[config.mk]
export PLATFORM = sky130hd
export DESIGN_NAME = lsr_router
export DESIGN_NICKNAME = d
export VERILOG_FILES = /design/src/lsr_pkg.sv /design/src/lsr_router.sv
export SDC_FILE = /design/constraint.sdc
export NUM_CORES = 2
export LEC_CHECK = 0
export BUFFER_PORTS_ARGS = -buffer_cell sky130_fd_sc_hd__buf_4
export CAP_MARGIN = 20
export CORE_ASPECT_RATIO = 0.5
export CORE_MARGIN = 2
export CORE_UTILIZATION = 60
export DETAILED_ROUTE_END_ITERATION = 10
export PLACE_DENSITY = 0.78
export SYNTH_ARGS = -nofsm -noshare
export SYNTH_HDL_FRONTEND = slang
export SYNTH_SLANG_ARGS = --single-unit
export TNS_END_PERCENT = 100
[constraint.sdc]
create_clock -name pclk -period 6.25 [get_ports pclk]
set_clock_uncertainty 0.15 [all_clocks]
set_input_delay 0.625 -clock pclk [delete_from_list [all_inputs] [get_ports pclk]]
set_output_delay 0.625 -clock pclk [all_outputs]
set_load 0.01 [all_outputs]
[src/lsr_pkg.sv]
// Constants, field layout and types of the link switch router
package lsr_pkg;

  localparam int PW   = 4;
  localparam int MAXP = 16;
  localparam int TW   = 5;
  localparam int SQW  = 4;
  localparam int UW   = 5;
  localparam int BW   = 8;
  localparam int DNW  = 5;
  localparam int DW   = 32;
  localparam int AW   = 12;

  // Register word offsets inside one port's 16-byte window
  localparam logic [3:0] REG_CTRL = 4'h0;
  localparam logic [3:0] REG_BUS  = 4'h4;
  localparam logic [3:0] REG_STAT = 4'h8;

  // Control register fields
  localparam int CTRL_DEC    = 0;
  localparam int CTRL_MAM    = 1;
  localparam int CTRL_UCE    = 2;
  localparam int CTRL_SLV    = 3;
  localparam int CTRL_DP_LSB = 4;
  localparam int CTRL_DN_LSB = 8;
  localparam int CTRL_PM_LSB = 16;

  // Bus register fields
  localparam int BUS_PRI_LSB = 0;
  localparam int BUS_SEC_LSB = 8;
  localparam int BUS_SUB_LSB = 16;
  localparam int BUS_UID_LSB = 24;

  // Status register bits, write one to clear
  localparam int ST_EOC  = 0;
  localparam int ST_HEOC = 1;
  localparam int ST_RSPE = 2;
  localparam int ST_RMA  = 3;
  localparam int ST_RTA  = 4;
  localparam int ST_STA  = 5;
  localparam int SS_RMA  = 6;
  localparam int SS_RTA  = 7;
  localparam int SS_STA  = 8;
  localparam int NSTAT   = 9;

  // Reset values
  localparam logic             RST_DEC    = 1'b0;
  localparam logic [MAXP-1:0]  RST_MASK   = 16'hFFFF;
  localparam logic [DNW-1:0]   RST_DEVNUM = 5'h00;
  localparam logic [BW-1:0]    RST_BUS    = 8'h00;
  localparam logic [UW-1:0]    RST_UID    = 5'h00;

  typedef enum logic [2:0] {
    K_POSTED    = 3'b000,
    K_NONPOSTED = 3'b001,
    K_CFG0      = 3'b010,
    K_CFG1      = 3'b011,
    K_FLUSH     = 3'b100,
    K_FENCE     = 3'b101,
    K_RESP      = 3'b110,
    K_EVENT     = 3'b111
  } lsr_kind_e;

  typedef enum logic [2:0] {
    A_DROP    = 3'b000,
    A_FORWARD = 3'b001,
    A_LOCAL   = 3'b010,
    A_MABORT  = 3'b011,
    A_EVENT   = 3'b100
  } lsr_action_e;

endpackage : lsr_pkg

[src/lsr_router.sv]
// Routing decision, outstanding-request table and per-port registers of the link switch
//
// The APB slave port and the register addresses are this design's own decisions.
`timescale 1ns/10ps
`default_nettype none

module lsr_router
  import lsr_pkg::*;
#(
  parameter int NPORT = 8,
  parameter int NPRI  = 2,
  parameter int TAGS  = 32
)(
  input  wire logic              pclk,
  input  wire logic              presetn,
  input  wire logic              psel,
  input  wire logic              penable,
  input  wire logic              pwrite,
  input  wire logic [AW-1:0]     paddr,
  input  wire logic [DW-1:0]     pwdata,
  output logic      [DW-1:0]     prdata,
  output logic                   pready,
  output logic                   pslverr,
  input  wire logic              pkt_valid,
  output logic                   pkt_ready,
  input  wire logic [PW-1:0]     pkt_port,
  input  wire lsr_kind_e         pkt_kind,
  input  wire logic [PW-1:0]     pkt_dest,
  input  wire logic              pkt_compat,
  input  wire logic              pkt_bridge,
  input  wire logic              pkt_err,
  input  wire logic              pkt_nxa,
  input  wire logic [TW-1:0]     source_tag,
  input  wire logic [SQW-1:0]    sequence_id,
  input  wire logic [UW-1:0]     unit_id_a,
  input  wire logic [BW-1:0]     pkt_bus,
  input  wire logic [DNW-1:0]    pkt_dev,
  input  wire logic [DW-1:0]     pkt_data,
  output logic                   out_valid,
  output lsr_action_e            out_action,
  output logic [PW-1:0]          out_port,
  output logic                   out_compat,
  output logic                   out_err,
  output logic                   out_nxa,
  output logic [TW-1:0]          out_source_tag,
  output logic [SQW-1:0]         out_sequence_id,
  output logic [UW-1:0]          out_unit_id,
  output logic [MAXP-1:0]        out_event_mask,
  output logic [DW-1:0]          out_data
);

  // Per-port configuration and status
  logic                  dec_q [MAXP];
  logic                  mam_q [MAXP];
  logic                  uce_q [MAXP];
  logic                  slv_q [MAXP];
  logic [PW-1:0]         dp_q  [MAXP];
  logic [DNW-1:0]        dn_q  [MAXP];
  logic [MAXP-1:0]       pm_q  [MAXP];
  logic [BW-1:0]         pb_q  [MAXP];
  logic [BW-1:0]         sb_q  [MAXP];
  logic [BW-1:0]         ub_q  [MAXP];
  logic [UW-1:0]         uid_q [MAXP];
  logic [NSTAT-1:0]      st_q  [MAXP];
  logic [NSTAT-1:0]      st_set [MAXP];

  // Outstanding-request table, indexed by the reassigned tag
  logic                  tv_q   [2**TW];
  logic [TW-1:0]         ttag_q [2**TW];
  logic [SQW-1:0]        tseq_q [2**TW];
  logic [UW-1:0]         tuid_q [2**TW];
  logic [PW-1:0]         tprt_q [2**TW];

  function automatic logic is_pri(input logic [PW-1:0] p);
    is_pri = int'(p) < NPRI;
  endfunction : is_pri

  function automatic logic mate(input logic [PW-1:0] a, input logic [PW-1:0] b);
    mate = pm_q[a][b] & pm_q[b][a];
  endfunction : mate

  function automatic logic reach(input logic [PW-1:0] a, input logic [PW-1:0] b);
    reach = (int'(b) < NPORT) && !(is_pri(a) && is_pri(b)) && ((a == b) || mate(a, b));
  endfunction : reach

  // APB decode: port in paddr[7:4], word in paddr[3:0]
  wire logic [PW-1:0] a_port  = paddr[7:4];
  wire logic [3:0]    a_word  = paddr[3:0];
  wire logic          a_ok    = (paddr[AW-1:8] == '0) && (int'(a_port) < NPORT) &&
                                ((a_word == REG_CTRL) || (a_word == REG_BUS) || (a_word == REG_STAT));
  wire logic          wr_en   = psel && penable && pwrite && a_ok;
  wire logic [DW-1:0] rd_ctrl = {pm_q[a_port], 3'h0, dn_q[a_port], dp_q[a_port],
                                 slv_q[a_port], uce_q[a_port], mam_q[a_port], dec_q[a_port]};
  wire logic [DW-1:0] rd_bus  = {3'h0, uid_q[a_port], ub_q[a_port], sb_q[a_port], pb_q[a_port]};
  wire logic [DW-1:0] rd_stat = {{(DW-NSTAT){1'b0}}, st_q[a_port]};
  wire logic [DW-1:0] rd_val  = !a_ok ? '0 :
                                (a_word == REG_CTRL) ? rd_ctrl :
                                (a_word == REG_BUS)  ? rd_bus  : rd_stat;

  assign pready  = 1'b1;
  assign pslverr = psel && penable && !a_ok;

  // Read data captured in the setup cycle, presented in the access cycle
  always_ff @(posedge pclk or negedge presetn)
  begin
    if (!presetn)
      prdata <= '0;
    else if (psel && !penable)
      prdata <= rd_val;
  end

  // Free tag search among the first TAGS entries
  logic          free_any;
  logic [TW-1:0] free_idx;
  always_comb
  begin
    free_any = 1'b0;
    free_idx = '0;
    for (int i = TAGS - 1; i >= 0; i--)
    begin
      if (!tv_q[i])
      begin
        free_any = 1'b1;
        free_idx = TW'(i);
      end
    end
  end

  // Routing decision
  wire logic [PW-1:0] ip     = pkt_port;
  wire logic          ip_ok  = int'(ip) < NPORT;
  wire logic          ip_pri = is_pri(ip);
  wire logic          rsp_ma = pkt_err && pkt_nxa;
  wire logic          rsp_ta = pkt_err && !pkt_nxa;

  lsr_action_e     act;
  logic [PW-1:0]   eg;
  logic            compat_o;
  logic            err_o;
  logic            nxa_o;
  logic [TW-1:0]   tag_o;
  logic [SQW-1:0]  seq_o;
  logic [UW-1:0]   uid_o;
  logic [MAXP-1:0] evm;
  logic            alloc;
  logic            rel;
  logic            rng_hit;
  logic            rng_multi;
  logic [PW-1:0]   rng_port;

  always_comb
  begin
    rng_hit   = 1'b0;
    rng_multi = 1'b0;
    rng_port  = '0;
    for (int p = 0; p < NPORT; p++)
    begin
      if (!is_pri(PW'(p)) && mate(ip, PW'(p)) && (pkt_bus >= sb_q[p]) && (pkt_bus <= ub_q[p]))
      begin
        rng_multi = rng_hit;
        rng_hit   = 1'b1;
        rng_port  = PW'(p);
      end
    end
  end

  always_comb
  begin
    act      = A_DROP;
    eg       = ip;
    compat_o = pkt_compat;
    err_o    = pkt_err;
    nxa_o    = pkt_nxa;
    tag_o    = source_tag;
    seq_o    = sequence_id;
    uid_o    = unit_id_a;
    evm      = '0;
    rel      = 1'b0;
    for (int i = 0; i < MAXP; i++)
      st_set[i] = '0;
    if (ip_ok)
    begin
      unique case (pkt_kind)
        K_POSTED, K_NONPOSTED:
        begin
          if (ip_pri)
            eg = (pkt_compat || !dec_q[ip]) ? dp_q[ip] : pkt_dest;
          else
          begin
            eg       = pkt_dest;
            compat_o = (!is_pri(pkt_dest) && pkt_dest != ip) ? 1'b0 : pkt_compat;
          end
          if (reach(ip, eg))
            act = A_FORWARD;
          else if (pkt_kind == K_NONPOSTED)
            act = A_MABORT;
        end
        K_CFG0:
        begin
          if (ip_pri || pkt_dev == dn_q[ip])
            act = A_LOCAL;
          else
            act = A_MABORT;
        end
        K_CFG1:
        begin
          if (ip_pri)
          begin
            if (pkt_bus == sb_q[ip])
            begin
              eg  = PW'(pkt_dev);
              act = (int'(pkt_dev) < NPORT && !is_pri(PW'(pkt_dev)) && mate(ip, PW'(pkt_dev))) ?
                    A_LOCAL : A_MABORT;
            end
            else if (rng_hit && !rng_multi)
            begin
              eg  = rng_port;
              act = A_FORWARD;
            end
            else
              act = A_MABORT;
          end
          else if (!uce_q[ip])
            act = A_MABORT;
          else if (pkt_bus == pb_q[ip])
          begin
            eg  = PW'(pkt_dev);
            act = (int'(pkt_dev) < NPORT && !is_pri(PW'(pkt_dev)) && reach(ip, PW'(pkt_dev))) ?
                  A_LOCAL : A_MABORT;
          end
          else
          begin
            eg  = dp_q[ip];
            act = reach(ip, eg) ? A_FORWARD : A_MABORT;
          end
        end
        K_FLUSH:
        begin
          if (ip_pri)
            act = A_MABORT;
          else
          begin
            eg  = dp_q[ip];
            act = reach(ip, eg) ? A_FORWARD : A_MABORT;
          end
        end
        K_FENCE:
        begin
          if (ip_pri)
            st_set[ip][ST_EOC] = 1'b1;
          else
          begin
            eg  = dp_q[ip];
            act = reach(ip, eg) ? A_FORWARD : A_DROP;
          end
        end
        K_EVENT:
        begin
          act = A_EVENT;
          for (int p = 0; p < NPORT; p++)
            evm[p] = (PW'(p) != ip) && mate(ip, PW'(p));
        end
        K_RESP:
        begin
          if (!ip_pri && pkt_bridge)
            st_set[ip][ST_HEOC] = 1'b1;
          else if (ip_pri && (!pkt_bridge || unit_id_a != uid_q[ip]))
            st_set[ip][ST_EOC] = 1'b1;
          else if (!tv_q[source_tag])
            st_set[ip][ST_RSPE] = 1'b1;
          else
          begin
            act   = A_FORWARD;
            eg    = tprt_q[source_tag];
            tag_o = ttag_q[source_tag];
            seq_o = tseq_q[source_tag];
            uid_o = tuid_q[source_tag];
            rel   = 1'b1;
            if (eg != ip && rsp_ma && !mam_q[ip])
            begin
              st_set[ip][ip_pri ? ST_RMA : SS_RMA] = 1'b1;
              err_o = 1'b0;
              nxa_o = 1'b0;
            end
            else if (eg != ip && (rsp_ma || rsp_ta))
            begin
              st_set[ip][ip_pri ? (rsp_ma ? ST_RMA : ST_RTA) : (rsp_ma ? SS_RMA : SS_RTA)] = 1'b1;
              st_set[ip][ip_pri ? SS_STA : ST_STA] = 1'b1;
              st_set[eg][is_pri(eg) ? SS_RTA : ST_RTA] = 1'b1;
              st_set[eg][is_pri(eg) ? ST_STA : SS_STA] = 1'b1;
              err_o = 1'b1;
              nxa_o = 1'b0;
            end
          end
        end
      endcase
    end
    alloc = (act == A_FORWARD) &&
            (pkt_kind == K_NONPOSTED || pkt_kind == K_CFG1 || pkt_kind == K_FLUSH);
    if (alloc)
    begin
      tag_o = free_idx;
      uid_o = uid_q[eg];
    end
  end

  assign pkt_ready = !(alloc && !free_any);
  wire logic acc = pkt_valid && pkt_ready;

  // Table bookkeeping
  always_ff @(posedge pclk or negedge presetn)
  begin
    if (!presetn)
      tv_q <= '{default: 1'b0};
    else if (acc && alloc)
      tv_q[free_idx] <= 1'b1;
    else if (acc && rel)
      tv_q[source_tag] <= 1'b0;
  end

  always_ff @(posedge pclk)
  begin
    if (acc && alloc)
    begin
      ttag_q[free_idx] <= source_tag;
      tseq_q[free_idx] <= sequence_id;
      tuid_q[free_idx] <= unit_id_a;
      tprt_q[free_idx] <= ip;
    end
  end

  // Registered decision; payload copied untouched
  always_ff @(posedge pclk or negedge presetn)
  begin
    if (!presetn)
    begin
      out_valid       <= 1'b0;
      out_action      <= A_DROP;
      out_port        <= '0;
      out_compat      <= 1'b0;
      out_err         <= 1'b0;
      out_nxa         <= 1'b0;
      out_source_tag  <= '0;
      out_sequence_id <= '0;
      out_unit_id     <= '0;
      out_event_mask  <= '0;
      out_data        <= '0;
    end
    else
    begin
      out_valid <= acc;
      if (acc)
      begin
        out_action      <= act;
        out_port        <= eg;
        out_compat      <= compat_o;
        out_err         <= err_o;
        out_nxa         <= nxa_o;
        out_source_tag  <= tag_o;
        out_sequence_id <= seq_o;
        out_unit_id     <= uid_o;
        out_event_mask  <= evm;
        out_data        <= pkt_data;
      end
    end
  end

  // Per-port registers
  for (genvar i = 0; i < MAXP; i++)
  begin : g_port
    localparam logic [PW-1:0] DP_RST = (i < NPRI) ? PW'(NPRI) : PW'(0);
    localparam logic          PRI    = (i < NPRI);
    wire logic wr_ctrl = wr_en && (int'(a_port) == i) && (a_word == REG_CTRL) && (i < NPORT);
    wire logic wr_bus  = wr_en && (int'(a_port) == i) && (a_word == REG_BUS) && (i < NPORT);
    wire logic wr_stat = wr_en && (int'(a_port) == i) && (a_word == REG_STAT) && (i < NPORT);
    wire logic [NSTAT-1:0] clr = wr_stat ? pwdata[NSTAT-1:0] : '0;
    wire logic [NSTAT-1:0] set = acc ? st_set[i] : '0;

    always_ff @(posedge pclk or negedge presetn)
    begin
      if (!presetn)
      begin
        dec_q[i] <= RST_DEC;
        mam_q[i] <= 1'b0;
        uce_q[i] <= 1'b0;
        slv_q[i] <= 1'b0;
        dp_q[i]  <= DP_RST;
        dn_q[i]  <= RST_DEVNUM;
        pm_q[i]  <= RST_MASK;
        pb_q[i]  <= RST_BUS;
        sb_q[i]  <= RST_BUS;
        ub_q[i]  <= RST_BUS;
        uid_q[i] <= RST_UID;
        st_q[i]  <= '0;
      end
      else
      begin
        if (wr_ctrl)
        begin
          dec_q[i] <= pwdata[CTRL_DEC];
          mam_q[i] <= pwdata[CTRL_MAM];
          uce_q[i] <= pwdata[CTRL_UCE];
          slv_q[i] <= PRI & pwdata[CTRL_SLV];
          dp_q[i]  <= pwdata[CTRL_DP_LSB +: PW];
          dn_q[i]  <= pwdata[CTRL_DN_LSB +: DNW];
          pm_q[i]  <= pwdata[CTRL_PM_LSB +: MAXP];
        end
        if (wr_bus)
        begin
          pb_q[i]  <= pwdata[BUS_PRI_LSB +: BW];
          sb_q[i]  <= pwdata[BUS_SEC_LSB +: BW];
          ub_q[i]  <= pwdata[BUS_SUB_LSB +: BW];
          uid_q[i] <= pwdata[BUS_UID_LSB +: UW];
        end
        st_q[i] <= (st_q[i] & ~clr) | set;
      end
    end
  end

endmodule : lsr_router

`default_nettype wire

==> metrics <==
status=finished clean; CP max FO=17; Die W=469 um; first-pass GRT wire length=321000 um; max-cap check violation count=0; RSZ-0062 raised after global routing=false; GPL Wtd Cong=1.06; WP buf/inv=5; clk_lat worst skew=0.77 ns; Seq cells post-synth=1235; Leak=28.6 nW; initial antenna violation count=11; drt pass-1 iters=6; via count=46900; Seq/Total Area, Yosys=52.4%; final setup TNS=0 ns; top-count cell post-synth=edfxtp_1; most used cell, CP=buf_4; FFs w/ async S/R, synth=53.4%; R2R setup slack=0.35 ns; number of synthesized flops with an enable pin=576; CORE AREA=0.107 mm2; post-DR wirelength/cell=33.7 um; Starting Density=60.4%; number of clock sinks=1235; DRC viols=0; root buf cell=clkbuf_16; # setup viols final=0; fin crit period=6.20 ns; critical path's largest stage delay=0.64 ns; Critical Path AT=5.43 ns; Crit Reg-Reg Endpoint=tuid_q[13][1]; Synth area leaders=edfxtp_1, dfrtp_1, mux4_2, mux2_2, dfstp_2; largest net degree at the start of global routing=185; placed inst area=0.0693 mm2; Num CTS Buffers=107; hold path start=pkt_err; layout cells sized above 1=34.3%; leading cell types by count after synthesis=edfxtp_1, dfrtp_1, mux2_2; Slew HR=15.1%; Max Root-Sink Buffers=3; area grow syn2layout=13.1%; I/O pin count=232; Setup Crit Path Kind=register to primary output; Die Y=236 um; H-tree depth=3; Required @ worst endpoint=5.47 ns; Syn Inst Count=4713; WHS Path Cells=3; CP max-delay cell=a41oi_1; Crit path depth=16; hpwl dp=149000 um; Critical Path, Cell by Cell=mux2_2 -> a22oi_1 -> a21oi_4 -> buf_4 -> nand3_1 -> and3_1 -> a311oi_1 -> or4_1 -> a211oi_1 -> buf_4 -> o211ai_1 -> a41oi_1 -> buf_4 -> buf_4 -> nand2_1 -> buf_4; Final period util=99.2%; Layout Nets=5201; Reg area=0.0340 mm2; Worst Setup End Kind=primary output; post-synth cell types=91; Post-synth top flop=edfxtp_1; area occupied by multi-input gates=0.0291 mm2; PD cells=236 mW/mm2; worst hold path class=input pin to register; WHS Endpoint=out_err; vias per std cell=7.21; cell area after layout=0.0733 mm2; crit path launch type=register; CTS tree=done; Worst-Margin Slew=1.27 ns; r2r startpoint=dp_q[58]; Hold Fails Final Rpt=0; All-Layer GR Usage=39.8%; initial drt markers=6643; Avg Cell Area, Syn=13.8 um2; # fillers=7351; final max-slew violation count=0; top-area cell type share of the netlist area=26.7%; vias in the first global route=46100; max frequency=0.161 GHz; synthesized area=0.0648 mm2; yosys warns=0; Max VDD drop=269 uV; post-route ant nets=0; Overflow after GRT=0; R2R cell count=18; floorplan row count=85; # port buffers=222; WL final=219000 um; Worst-path clk slew=0.07 ns; DIE AREA=0.111 mm2; Crit path max-delay family=compound AO/OA/AOI/OAI gates; Synth area leader=edfxtp_1
## power breakdown
part           total (W)  switching (W)  internal (W)
logic            0.00190        0.00125      0.000646
registers        0.00864      0.0000550       0.00858
clock network    0.00679        0.00318       0.00361
## layout make-up
type	instances	share of cell area, %
Tap cell	1435	2.45
Clock inverter	47	0.753
Multi-Input combinational cell	2992	39.6
Sequential cell	1235	46.3
Antenna cell	3	0.0102
Inverter	145	0.749
Clock buffer	148	4.05
Timing Repair Buffer	494	6.05
## cells in the final DEF, fill, tap and decap left out, drive strengths merged, types with 45 or more instances in the layout
cell type,Yosys,final
nand2,388,388
a22oi,78,78
buf,150,453
dfrtp,529,529
inv,144,145
ha,102,102
edfxtp,576,576
nand3,63,63
mux4,410,410
dfstp,130,130
o22ai,45,45
nand4,56,56
a21oi,109,109
mux2i,246,246
o21ai,215,215
nor2,164,164
clkbuf,198,150
nor3,49,49
mux2,493,493
## worst reg2reg max path, stage by stage, from the launching register on
cell	delay, ns
dfrtp_1	0.40
mux2_2	0.30
a22oi_1	0.57
a21oi_4	0.24
buf_4	0.28
nand3_1	0.09
and3_1	0.17
a311oi_1	0.05
or4_1	0.63
a211oi_1	0.28
buf_4	0.16
o211ai_1	0.19
a41oi_1	0.64
buf_4	0.23
nand2_1	0.07
or3_1	0.56
buf_4	0.22
nor2_2	0.17
buf_12	0.20
## cell families (layout without fill, tap and decap cells)
| logic type | Yosys count | in the layout | share of synthesized area, % |
|---|---|---|---|
| buffers and inverters | 493 | 834 | 3.30 |
| adders and majority gates | 102 | 102 | 1.97 |
| muxes | 1149 | 1149 | 26.8 |
| and+or+nand+nor | 888 | 888 | 6.43 |
| xor gates and xnor gates | 40 | 40 | 0.540 |
| other | 2 | 12 | 0.0116 |
| DFF | 1235 | 1235 | 52.4 |
| AOI/OAI and AO/OA | 804 | 804 | 8.60 |
## stage by stage
step	std cells	hold slack [ns]	setup slack, ns	power [W]	utilization [%]
global placement	6256	0.306	-0.0318	0.0106	64.6
finish	6499	0.0644	0.0490	0.0173	68.3
CTS	6491	0.0540	0.180	0.0173	68.3
floorplan	4720	0.179	0.000670	0.00975	-
detailed placement	6257	0.312	-0.0521	0.0106	64.6
global route	6496	0.0727	0.0226	0.0178	68.3
## state kept, by name (all words and copies together) (netlist names), 5 cells and up
signal          cells
tprt_q            128
ttag_q            160
dec_q               8
dn_q               40
uce_q               8
prdata             32
pb_q               64
out_event_mask      8
out_unit_id         5
out_data           32
tv_q               32
st_q               72
tseq_q            128
ub_q               64
out_source_tag      5
dp_q               32
pm_q              128
tuid_q            160
uid_q              40
mam_q               8
sb_q               64
## worst max-delay path by stage
stage	startpoint	end
finish	dp_q[58]	pkt_ready
global route	pkt_port[0]	pkt_ready
CTS	pkt_port[0]	pkt_ready
detailed placement	pkt_port[0]	tuid_q[13][1]
global placement	pkt_port[0]	tuid_q[13][1]
floorplan	pkt_dev[0]	tprt_q[15][0]
## what timing repair did
| item | CTS | global route |
|---|---|---|
| resized for setup | 0 | 2 |
| setup buffers | 0 | 3 |
| setup endpoints to repair | 0 | 1 |
| endpoints found under the hold margin | 191 | 0 |
| hold buffers | 39 | 0 |
## metal layers
metal | track usage, % | up-vias | part of all wire, %
met1 | 54.9 | 24200 | 38
li1 | - | 18900 | -
met2 | 60.6 | 3198 | 46
met3 | 10.6 | 604 | 12
met5 | 0 | - | 0.048
met4 | 16.2 | 18 | 4.7
No activity file was read; power rests on OpenSTA's default activity.
